### src/pkg/orret_defs.vh
// constants for the or and return execution slice
`ifndef ORRET_DEFS_VH
`define ORRET_DEFS_VH
`define ORRET_OP_NONE   3'h0
`define ORRET_OP_OR_M   3'h1
`define ORRET_OP_OR_X   3'h2
`define ORRET_OP_TO_MEM 3'h3
`define ORRET_OP_SUBR   3'h4
`define ORRET_OP_RETX   3'h5
`define ORRET_OP_INTR   3'h6
`define ORRET_ZERO8     8'h00
`define ORRET_PC_RST    13'h0000
`endif

### src/rtl/orret_alu.v
// bitwise or unit with zero detect
`include "orret_defs.vh"
`timescale 1ns/100ps
`default_nettype none
module orret_alu (
   input  wire [7:0] a,
   input  wire [7:0] b,
   output wire [7:0] y,
   output wire       zero
);
   // or and zero detect
   assign y    = a | b;
   assign zero = (y == `ORRET_ZERO8);
endmodule // orret_alu
`default_nettype wire

### src/rtl/orret_exec.v
// execution of or and return instructions
`include "orret_defs.vh"
`timescale 1ns/100ps
`default_nettype none
// What this block does
// - or working register with memory byte, result to working register
// - or working register with immediate, result to working register
// - or memory byte with working register, result back to memory
// - plain return pops program counter, flags untouched
// - return with immediate pops pc and loads working register
// - interrupt return pops pc and sets master interrupt enable
// - pending interrupt is taken before resuming main program
module orret_exec (
   input  wire        CLK,
   input  wire        RESET,
   input  wire        CE,
   input  wire        OP_VALID,
   input  wire [2:0]  OP_CODE,
   input  wire [7:0]  IMM_DATA,
   input  wire [7:0]  MEM_RDATA,
   input  wire [12:0] STACK_TOP,
   input  wire        IRQ_PENDING,
   input  wire        INT_ENABLE_CLEAR,
   output wire [7:0]  WORKING_REG,
   output wire        ZERO_FLAG,
   output wire        MASTER_INT_ENABLE,
   output wire [12:0] PC,
   output wire [7:0]  MEM_WDATA,
   output wire        MEM_WE,
   output wire        STACK_POP,
   output wire        IRQ_TAKE
);

   // -------- or datapath nets --------
   wire [7:0]  or_b;        // second or operand
   wire [7:0]  or_y;        // or result
   wire        or_z;        // or result is zero

   // -------- decoded instruction strobes --------
   wire        dec_or_mem;  // or memory byte into working register
   wire        dec_or_imm;  // or immediate into working register
   wire        dec_or_dst;  // or result back to memory
   wire        dec_subr;    // plain subroutine return
   wire        dec_retx;    // return loading immediate
   wire        dec_intr;    // interrupt return
   wire        dec_any_or;  // any of the three or forms
   wire        dec_any_ret; // any of the three returns

   // -------- architectural state --------
   reg  [7:0]  working_reg_r;
   reg  [7:0]  working_reg_nxt;
   reg         zero_flag_r;
   reg         zero_flag_nxt;
   reg         int_enable_r;
   reg         int_enable_nxt;
   reg  [12:0] pc_r;
   reg  [12:0] pc_nxt;

   // -------- memory write port --------
   reg  [7:0]  mem_wdata_r;
   reg  [7:0]  mem_wdata_nxt;
   reg         mem_we_r;
   reg         mem_we_nxt;

   // -------- stack and interrupt pulses --------
   reg         stack_pop_r;
   reg         stack_pop_nxt;
   reg         irq_take_r;
   reg         irq_take_nxt;

   // opcode decode, qualified by valid
   assign dec_or_mem  = OP_VALID && (OP_CODE == `ORRET_OP_OR_M);
   assign dec_or_imm  = OP_VALID && (OP_CODE == `ORRET_OP_OR_X);
   assign dec_or_dst  = OP_VALID && (OP_CODE == `ORRET_OP_TO_MEM);
   assign dec_subr    = OP_VALID && (OP_CODE == `ORRET_OP_SUBR);
   assign dec_retx    = OP_VALID && (OP_CODE == `ORRET_OP_RETX);
   assign dec_intr    = OP_VALID && (OP_CODE == `ORRET_OP_INTR);

   // grouped strobes for the shared parts
   assign dec_any_or  = dec_or_mem | dec_or_imm | dec_or_dst;
   assign dec_any_ret = dec_subr | dec_retx | dec_intr;

   // second or operand: immediate or memory byte
   assign or_b = dec_or_imm ? IMM_DATA : MEM_RDATA;

   // shared or unit, first operand always the working register
   orret_alu u_alu (
      .a    (working_reg_r),
      .b    (or_b),
      .y    (or_y),
      .zero (or_z)
   );

   // working register next value
   always @* begin
      working_reg_nxt = working_reg_r;
      if (dec_or_mem) begin
         working_reg_nxt = or_y;
      end
      if (dec_or_imm) begin
         working_reg_nxt = or_y;
      end
      if (dec_retx) begin
         working_reg_nxt = IMM_DATA;
      end
   end

   // zero flag next value, returns leave it alone
   always @* begin
      zero_flag_nxt = zero_flag_r;
      if (dec_any_or) begin
         zero_flag_nxt = or_z;
      end
   end

   // master interrupt enable next value
   always @* begin
      int_enable_nxt = int_enable_r;
      // clear request from elsewhere in the core
      if (INT_ENABLE_CLEAR) begin
         int_enable_nxt = 1'b0;
      end
      // interrupt return sets enable, wins over clear
      if (dec_intr) begin
         int_enable_nxt = 1'b1;
      end
   end

   // program counter and stack pop
   always @* begin
      pc_nxt        = pc_r;
      stack_pop_nxt = 1'b0;
      // any return restores pc from stack
      if (dec_any_ret) begin
         pc_nxt        = STACK_TOP;
         stack_pop_nxt = 1'b1;
      end
   end

   // memory write port
   always @* begin
      mem_wdata_nxt = mem_wdata_r;
      mem_we_nxt    = 1'b0;
      if (dec_or_dst) begin
         mem_wdata_nxt = or_y;
         mem_we_nxt    = 1'b1;
      end
   end

   // interrupt service request
   always @* begin
      irq_take_nxt = 1'b0;
      // pending interrupt served before main program
      if (dec_intr) begin
         irq_take_nxt = IRQ_PENDING;
      end
   end

   // architectural state registers, frozen while ce low
   always @(posedge CLK) begin
      if (RESET) begin
         working_reg_r <= `ORRET_ZERO8;
         zero_flag_r   <= 1'b0;
         int_enable_r  <= 1'b0;
         pc_r          <= `ORRET_PC_RST;
      end else if (CE) begin
         working_reg_r <= working_reg_nxt;
         zero_flag_r   <= zero_flag_nxt;
         int_enable_r  <= int_enable_nxt;
         pc_r          <= pc_nxt;
      end
   end

   // memory write registers, pulse held while ce low
   always @(posedge CLK) begin
      if (RESET) begin
         mem_wdata_r <= `ORRET_ZERO8;
         mem_we_r    <= 1'b0;
      end else if (CE) begin
         mem_wdata_r <= mem_wdata_nxt;
         mem_we_r    <= mem_we_nxt;
      end
   end

   // stack and interrupt pulse registers
   always @(posedge CLK) begin
      if (RESET) begin
         stack_pop_r <= 1'b0;
         irq_take_r  <= 1'b0;
      end else if (CE) begin
         stack_pop_r <= stack_pop_nxt;
         irq_take_r  <= irq_take_nxt;
      end
   end

   // outputs straight from the flip-flops
   assign WORKING_REG       = working_reg_r;
   assign ZERO_FLAG         = zero_flag_r;
   assign MASTER_INT_ENABLE = int_enable_r;
   assign PC                = pc_r;
   assign MEM_WDATA         = mem_wdata_r;
   assign MEM_WE            = mem_we_r;
   assign STACK_POP         = stack_pop_r;
   assign IRQ_TAKE          = irq_take_r;

endmodule // orret_exec
`default_nettype wire

### config.mk
export PLATFORM = sky130hd
export DESIGN_NAME = orret_exec
export DESIGN_NICKNAME = d
export VERILOG_FILES = /design/src/rtl/orret_alu.v /design/src/rtl/orret_exec.v
export VERILOG_INCLUDE_DIRS = /design/src /design/src/pkg
export SDC_FILE = /design/constraint.sdc
export NUM_CORES = 1
export LEC_CHECK = 0
export BUFFER_PORTS_ARGS = -buffer_cell sky130_fd_sc_hd__clkbuf_2
export CELL_PAD_IN_SITES_DETAIL_PLACEMENT = 1
export CELL_PAD_IN_SITES_GLOBAL_PLACEMENT = 1
export CORE_UTILIZATION = 32
export DETAILED_ROUTE_END_ITERATION = 12
export PLACE_DENSITY_LB_ADDON = 0.2
export SETUP_SLACK_MARGIN = 0.05
export SYNTH_ARGS = -nofsm -noshare
export SYNTH_HDL_FRONTEND = slang
export SYNTH_SLANG_ARGS = --single-unit
### constraint.sdc
create_clock -name CLK -period 1.8 [get_ports CLK]
set_input_delay 0.18 -clock CLK [delete_from_list [all_inputs] [get_ports CLK]]
set_output_delay 0.18 -clock CLK [all_outputs]
set_load 0.005 [all_outputs]
==> metrics.txt, run 1 <==
status=finished, final reports clean; antenna violations before repair=0; final instance area=1990 um^2; crit path max-delay cell type=and4bb_1; min cycle time layout=1.39 ns; CP delay by family, top=simple AND/OR/NAND/NOR gates; area of the multi-input gates=719 um^2; area grow syn2layout=34.5%; Post-synth top cells=dfxtp_1 (34), nand2_1 (29), nor2_1 (26); final net count=290; Crit. End Element=register; FMAX=717 MHz; GR Overflow Total=0; H-tree depth=2; WL final=4370 um; worst vdd rail ir drop=494 uV; Final Hold Slack=0.114 ns; worst slew pin tran=0.715 ns; CTS root buf=clkbuf_8; DPL Wire Length=3290 um; Slowest Stage Delay on Critical Path=0.44 ns; die width=70.1 um; synth top area cells=dfxtp_1 (46%), nand2_1 (7.3%), nor2_1 (6.6%); Initial Util=33.6%; Util after Layout=45.2%; ys flop type=dfxtp_1; clk buf depth=2; Setup Fix Bufs, Post-CTS=0; Final setup viols=0; CP Class=primary input to register; Port Buffers=71; initial drt markers=61; syn nets=215; Fillers=586; Post-synth EDFFs=0; CP Cell Sequence=clkbuf_2 > and4bb_1 > buf_4 > mux2_4 > a21oi_1 > a22o_1; share of the synthesized area in the top cell type=45.9%; PwrDens=780 nW/um^2; post-route ant nets=0; die area=4910 um^2; final clock skew=0.00402 ns; number of buffers created by CTS=5; post-synth cell types=31; Pleak=0.000873 uW; CP Data Required Time=2.03 ns; vias in the first global route=1,472; Max-slew headroom=52.2%; Global Route Usage Sum=18.1%; yosys synthesis warning count=0; Async SR Flop Fraction=0%; Routability Congestion=0.747; Pre-Repair DR Iteration Count=4; final hold vios=0; post-synth top area cell=dfxtp_1; Layout Cells excl Fill=305; Buf+Inv Stages, Crit Path=2; storage element area=681 um^2; Remaining DRCs=0; chip height=70.1 um; Netlist Area Pre-Place=1480 um^2; mean post-synth cell area=8.38 um^2; Mapped Cells=177; Top Ports=72; Cell Rows=24; RSZ-0062 raised after global routing=false; Wirelength per Cell=14.3 um; setup TNS=0 ns; Yosys reg bits=34; most common cell in the netlist=dfxtp_1; Clk pin slew, worst setup/hold paths=0.07 ns; first-pass GRT wire length=7040 um; Area after DPL=1900 um^2; vias per cell=5.05; Max Cap Viol=0; largest fanout on the critical path=9; hold-fix buffers at CTS=0; sequential area share after synthesis=45.9%; largest net degree at the start of global routing=18; CP Launch Type=primary input; ant diodes=0; Slew Limit Fails=0; post_cts resized=0; share of layout cells above drive strength 1=35.2%; dpl cells=297; Clk Latency, worst-skew pair=0.28 ns; CTS sink count=34; CTS tree=done; Worst Hold Class=primary input to register; Worst EP arrival=1.62 ns; vias post-DR=1,541; Placeable Area=4410 um^2; post-route clock period utilization=77.4%
[logic make-up after synthesis]
| group | share of synthesized area, % |
|---|---|
| mux | 6.24 |
| buf+inv | 5.57 |
| compound gates | 20.8 |
| flops | 45.9 |
| simple gates | 21.4 |
[metal layers]
metal,vias to the layer above,share of wire [%],track usage [%]
met2,54,46,29.7
li1,773,-,-
met1,710,48,22.9
met3,4,5.6,4.91
met5,-,0,0
met4,0,0.80,5.78
[area by class of cell]
class                      instances  area share (%)
inverter                           8            1.51
clock inverter                     1           0.251
timing repair buffer              78            20.5
sequential                        34            34.1
clock buffer                       7            4.33
multi-input combinational        125            36.1
tap                               52            3.26
[through the flow]
step	total power (uW)	setup slack (ns)
floorplan	895	0.409
global placement	988	0.187
detailed placement	992	0.148
CTS	1580	0.437
global route	1640	0.333
finish	1560	0.406
[path summary, 6_finish.rpt]
path / from / end / slack, ns / cells past startpoint
worst min register to register: PC[1] / PC[1] / 0.45 / 2
worst max-delay path: OP_CODE[0] / WORKING_REG[3] / 0.41 / 6
worst max register to register: WORKING_REG[7] / ZERO_FLAG / 0.73 / 3
worst min-delay path: STACK_TOP[9] / PC[9] / 0.11 / 3
[power breakdown]
part | leakage [uW] | internal (uW) | switching [uW]
registers | 0.000275 | 772 | 13.1
clock network | 0.0000482 | 309 | 274
logic | 0.000549 | 87.2 | 101
[sequential cells by signal, summed over array words and instances (netlist names)]
| signal | count |
|---|---|
| MEM_WDATA | 8 |
| WORKING_REG | 8 |
| ZERO_FLAG | 1 |
| STACK_POP | 1 |
| MEM_WE | 1 |
| PC | 13 |
| MASTER_INT_ENABLE | 1 |
| IRQ_TAKE | 1 |
[layout by cell type, fill, tap and decap left out, types with 2 or more instances in the layout]
master / n
clkbuf_8: 6
inv_1: 8
nor3b_1: 2
nor2b_1: 2
a22o_1: 8
nor3_1: 3
a21oi_1: 18
dfxtp_1: 34
mux2i_2: 2
nand4_1: 2
mux2i_1: 5
a311oi_1: 7
nand2_1: 29
nor2_1: 26
buf_4: 7
a31oi_1: 8
clkbuf_2: 71
[tightest hold or removal path, delay by kind of cell]
kind	cells	cell delay [ns]
buffers and inverters	1	0.08
AO/OA/AOI/OAI	1	0.05
AND/OR/NAND/NOR	1	0.04
Note: power is estimated with default switching activity, not from simulation.
==> run 2, diff against run 1 <==
clock period = 1.29 ns   (was 1.8 ns; I/O delays follow)
==> run 2 against run 1 <==
  * Die area unchanged
  * Worst setup slack worse by 0.24 ns
  * Global-route usage up 0.34 points
  * Combinational power up 64%
  * Critical path type unchanged
==> metrics.txt, run 2 (synthesis results as in run 1) <==
die area=4910 um^2 (unchanged); CTS sink count=34 (unchanged); final hold vios=0 (unchanged); FMAX=892 MHz; die width=70.1 um (unchanged); Clk Latency, worst-skew pair=0.29 ns (was 0.28 ns); final clock skew=0.00478 ns (was 0.00402 ns); clk buf depth=2 (unchanged); Port Buffers=71 (unchanged); RSZ-0062 raised after global routing=false (unchanged); worst setup margin=0.169 ns (was 0.406 ns); DPL Wire Length=3470 um (was 3290 um); Max-slew headroom=61.9% (was 52.2%); Wirelength per Cell=13.7 um (was 14.3 um); area grow syn2layout=45.5% (was 34.5%); max reg flops=13 (unchanged); most frequent cells in the layout=clkbuf_2 (71), dfxtp_1 (34), nand2_1 (29) (unchanged); post-route clock period utilization=86.9%; H-tree depth=2 (unchanged); vias in the first global route=1,530 (was 1,472); Remaining DRCs=0 (unchanged); chip height=70.1 um (unchanged); Global Route Usage Sum=18.4% (was 18.1%); Placeable Area=4410 um^2 (unchanged); vias per cell=4.99 (was 5.05); CP Launch Type=primary input (unchanged); ant diodes=0 (unchanged); post-route ant nets=0 (unchanged); Slew Limit Fails=0 (unchanged); commonest non-fill, non-tap cell in the layout=clkbuf_2 (unchanged); Final setup viols=0 (unchanged); vias post-DR=1,607 (was 1,541); Buf+Inv Stages, Crit Path=2 (unchanged); dpl cells=314 (was 297); Pleak=0.000962 uW (was 0.000873 uW); CP Cell Sequence=clkbuf_2 > and4bb_1 > buf_12 > mux2i_2 > a31oi_1 > a22o_1 (was clkbuf_2 > and4bb_1 > buf_4 > mux2_4 > a21oi_1 > a22o_1); final instance area=2160 um^2 (was 1990 um^2); CP Data Required Time=1.47 ns (was 2.03 ns); Top Ports=72 (unchanged); share of layout cells above drive strength 1=40.0% (was 35.2%); CTS tree=done (unchanged); WL final=4420 um (was 4370 um); CP delay by family, top=compound AO/OA/AOI/OAI gates (was simple AND/OR/NAND/NOR gates); PwrDens=1030 nW/um^2 (was 780 nW/um^2); Clk pin slew, worst setup/hold paths=0.07 ns (about the same); Initial Util=33.6% (unchanged); antenna violations before repair=0 (unchanged); status=finished, final reports clean (unchanged); Worst EP arrival=1.30 ns (was 1.62 ns); first-pass GRT wire length=7220 um (was 7040 um); Pre-Repair DR Iteration Count=4 (unchanged); largest net degree at the start of global routing=18 (unchanged); worst slew pin tran=0.570 ns (was 0.715 ns); min cycle time layout=1.12 ns; Final Hold Slack=0.0553 ns (was 0.114 ns); final net count=307 (was 290); final total power=2230 uW (was 1560 uW); worst vdd rail ir drop=408 uV (was 494 uV); Layout Cells excl Fill=322 (was 305); CTS root buf=clkbuf_8 (unchanged); CP Class=primary input to register (unchanged); Worst Hold Class=primary input to register (unchanged); initial drt markers=43 (was 61); Cell Rows=24 (unchanged); Slowest Stage Delay on Critical Path=0.31 ns (was 0.44 ns); largest fanout on the critical path=10 (was 9); Routability Congestion=0.776 (was 0.747); Area after DPL=2060 um^2 (was 1900 um^2); number of buffers created by CTS=5 (unchanged); Crit. End Element=register (unchanged); dpl ws=-0.138 ns (was 0.148 ns); crit path max-delay cell type=and4bb_1 (unchanged); GR Overflow Total=0 (unchanged); Max Cap Viol=0 (unchanged)
## run 2: cell types whose count changed in the layout (fill, tap and decap cells not counted)
cell        delta
buf_4         +15
nor4_2         +1
nor4_1         -1
clkbuf_1       -1
buf_12         +2
clkinvlp_4     +1
## run 2: worst reg2reg max path, delay by kind of cell (launching register included)
| family | cells | cell delay, ns |
|---|---|---|
| AOI/OAI and AO/OA | 2 | 0.28 |
| DFF | 1 | 0.39 |
| muxes | 1 | 0.29 |
| and+or+nand+nor | 1 | 0.07 |
## run 2: repair_timing
item / CTS / global route
setup buffers: 0 / 0
endpoints found under the setup margin: 0 / 1
hold buffers: 0 / 0
gates resized for setup: 0 / 1
## run 2: through the flow
stage          utilization (%)  TNS, ns
2_1_floorplan                -        0
3_3_place_gp              46.6   -0.677
3_5_place_dp              46.6    -1.28
4_1_cts                   48.7        0
5_1_grt                   48.9        0
6_report                  48.9        0
## run 2: per-layer routing
| layer | track usage (%) | vias to the layer above | part of all wire, % | wire length, um |
|---|---|---|---|---|
| met5 | 0 | - | 0 | 0 |
| met3 | 4.76 | 4 | 4.8 | 212 |
| li1 | - | 804 | - | - |
| met1 | 25.1 | 755 | 48 | 2110 |
| met4 | 4.00 | 0 | 0.72 | 32 |
| met2 | 29.2 | 44 | 47 | 2060 |
## run 2: path summary, 6_finish.rpt
| path | slack (ns) | cells past startpoint | startpoint | to |
|---|---|---|---|---|
| min | 0.06 | 3 | STACK_TOP[6] | PC[6] |
| min reg2reg | 0.46 | 2 | PC[9] | PC[9] |
| max | 0.17 | 6 | OP_CODE[0] | WORKING_REG[1] |
| max reg2reg | 0.22 | 4 | WORKING_REG[3] | WORKING_REG[3] |
## run 2: where the power goes
part	internal, uW	leakage, uW	switching, uW
registers	1080	0.000275	19.2
logic	161	0.000640	149
clock network	429	0.0000472	398
total	1670	0.000962	566
## run 2: layout make-up
| cell class | count | area, um^2 |
|---|---|---|
| multi-input cells | 125 | 726 |
| fillers | 574 | 2260 |
| well taps | 52 | 65.1 |
| clock buffers | 6 | 82.6 |
| inverters | 8 | 30.0 |
| flip-flops and latches | 34 | 681 |
| clock inverters | 2 | 12.5 |
| repair buffers | 95 | 561 |
==> run 3, diff against run 2 <==
CORE_UTILIZATION = 34   (was 32)
PLACE_DENSITY = 0.83   (was default)
PLACE_DENSITY_LB_ADDON = default   (was 0.2)
clock period = 1.4 ns   (was 1.29 ns; I/O delays follow)
==> run 3 against run 2 <==
  * Sequential power decreased by 8%
  * Utilization increased by 2.2 points
  * Sequential share of layout area increased by 1.0 points
  * Worst hold slack improved by 0.010 ns
  * Worst setup slack improved by 0.062 ns
  * Register-to-register slack improved by 0.09 ns
  * Sequential cell count unchanged
  * Design area decreased by 3.2%
  * Critical endpoint is now ZERO_FLAG
==> metrics.txt, run 3 (synthesis results as in run 1) <==
reg2reg setup slack=0.31 ns (was 0.22 ns); Final Hold Slack=0.0653 ns (was 0.0553 ns); min cycle time layout=1.17 ns; die width=68.0 um (was 70.1 um); Cell Rows=23 (was 24); Util after Layout=51.1% (was 48.9%); Slew Limit Fails=0 (unchanged); CTS root buf=clkbuf_8 (unchanged); Buf+Inv Stages, Crit Path=2 (unchanged); Slowest Stage Delay on Critical Path=0.31 ns (about the same); Max Cap Viol=0 (unchanged); Pre-Repair DR Iteration Count=4 (unchanged); cell depth of the worst flop-to-flop path=4 (unchanged); vias per cell=5.21 (was 4.99); largest fanout on the critical path=10 (unchanged); FMAX=855 MHz; PwrDens=1020 nW/um^2 (was 1030 nW/um^2); Global Route Usage Sum=21.5% (was 18.4%); vias in the first global route=1,522 (was 1,530); Final setup viols=0 (unchanged); Routability Congestion=0.762 (was 0.776); hold-fix buffers at CTS=0 (unchanged); Stages on worst setup path=6 (unchanged); most frequent cells in the layout=clkbuf_2 (71), dfxtp_1 (34), nand2_1 (29) (unchanged); Port Buffers=71 (unchanged); share of layout cells above drive strength 1=37.3% (was 40.0%); commonest non-fill, non-tap cell in the layout=clkbuf_2 (unchanged); final clock skew=0.00315 ns (was 0.00478 ns); worst vdd rail ir drop=624 uV (was 408 uV); CP Data Required Time=1.61 ns (was 1.47 ns); max reg flops=13 (unchanged); worst slew pin tran=0.595 ns (was 0.570 ns); chip height=68.0 um (was 70.1 um); GR Overflow Total=0 (unchanged); Pleak=0.000924 uW (was 0.000962 uW); Crit. End Element=register (unchanged); Initial Util=36.3% (was 33.6%); DPL Wire Length=3630 um (was 3470 um); RSZ-0062 raised after global routing=false (unchanged); CTS sink count=34 (unchanged); largest net degree at the start of global routing=17 (was 18); WL final=4790 um (was 4420 um); CP delay by family, top=simple AND/OR/NAND/NOR gates (was compound AO/OA/AOI/OAI gates); ant diodes=0 (unchanged); initial drt markers=57 (was 43); H-tree depth=2 (unchanged); antenna violations before repair=0 (unchanged); Remaining DRCs=0 (unchanged); area grow syn2layout=40.8% (was 45.5%); CP Cell Sequence=clkbuf_2 > and4bb_1 > buf_12 > mux2i_2 > nand4_1 > o31ai_1 (was clkbuf_2 > and4bb_1 > buf_12 > mux2i_2 > a31oi_1 > a22o_1); Max-slew headroom=60.3% (was 61.9%); CP Launch Type=primary input (unchanged); Fillers=547 (was 574); final net count=297 (was 307); Wirelength per Cell=15.4 um (was 13.7 um); post-route clock period utilization=83.5%; clk buf depth=2 (unchanged); hold path cells=3 (unchanged); Clk Latency, worst-skew pair=0.29 ns (about the same); Worst EP arrival=1.38 ns (was 1.30 ns); post-route ant nets=0 (unchanged); Clk pin slew, worst setup/hold paths=0.07 ns (about the same); CP Class=primary input to register (unchanged); Worst Hold Class=primary input to register (unchanged); CTS tree=done (unchanged); vias post-DR=1,614 (was 1,607); first-pass GRT wire length=7310 um (was 7220 um); status=finished, final reports clean (unchanged); crit path max-delay cell type=and4bb_1 (unchanged); number of buffers created by CTS=5 (unchanged); post_cts resized=0 (unchanged); die area=4630 um^2 (was 4910 um^2); final hold vios=0 (unchanged); Setup Fix Bufs, Post-CTS=0 (unchanged); Placeable Area=4090 um^2 (was 4410 um^2); Top Ports=72 (unchanged)
## run 3: changes by cell type in the layout (fill, tap and decap cells not counted)
cell / before / now
nor4_2: 1 / 0
buf_4: 22 / 12
clkbuf_8: 6 / 8
clkinv_2: 1 / 0
nor4_1: 0 / 1
clkinvlp_4: 1 / 0
## run 3: path summary, 6_finish.rpt
| path | start | endpoint |
|---|---|---|
| max | OP_CODE[0] | ZERO_FLAG |
| min | STACK_TOP[4] | PC[4] |
| max reg2reg | WORKING_REG[3] | WORKING_REG[3] |
| min reg2reg | PC[1] | PC[1] |
## run 3: worst reg2reg max path, delay by kind of cell, from the launching register on
| family | cells | cell delay (ns) |
|---|---|---|
| AND/OR/NAND/NOR | 1 | 0.08 |
| multiplexers | 1 | 0.29 |
| flip-flops | 1 | 0.39 |
| AO/OA/AOI/OAI | 2 | 0.28 |
## run 3: cell type report
type                    instances  area, um^2  area share, %
clock buffers                   8         110           5.27
flip-flops and latches         34         681           32.6
repair buffers                 85         485           23.2
well taps                      50        62.6           3.00
multi-input cells             125         719           34.5
inverters                       8        30.0           1.44
## run 3: stage by stage
stage	std cells	TNS, ns	cell area (um^2)	setup WS [ns]	total power, uW
global placement	302	-0.0569	1980	-0.0245	1290
CTS	310	0	2090	0.224	2160
finish	310	0	2090	0.231	2140
floorplan	177	0	1480	0.0660	1150
detailed placement	302	-0.363	1980	-0.0906	1300
global route	310	0	2090	0.167	2220
## run 3: layer usage
metal  global-route usage [%]  vias up  part of all wire (%)
li1                         -      789                     -
met1                     25.6      786                    43
met2                     37.5       30                    52
met3                     4.17        9                   3.2
met4                     8.59        0                   1.8
met5                        0        -                     0
## run 3: power by group
group	switching [uW]	leakage [uW]	internal, uW	total [uW]
combinational	138	0.000591	130	268
sequential	18.2	0.000275	993	1010
clock	362	0.0000575	497	858
total	518	0.000924	1620	2140
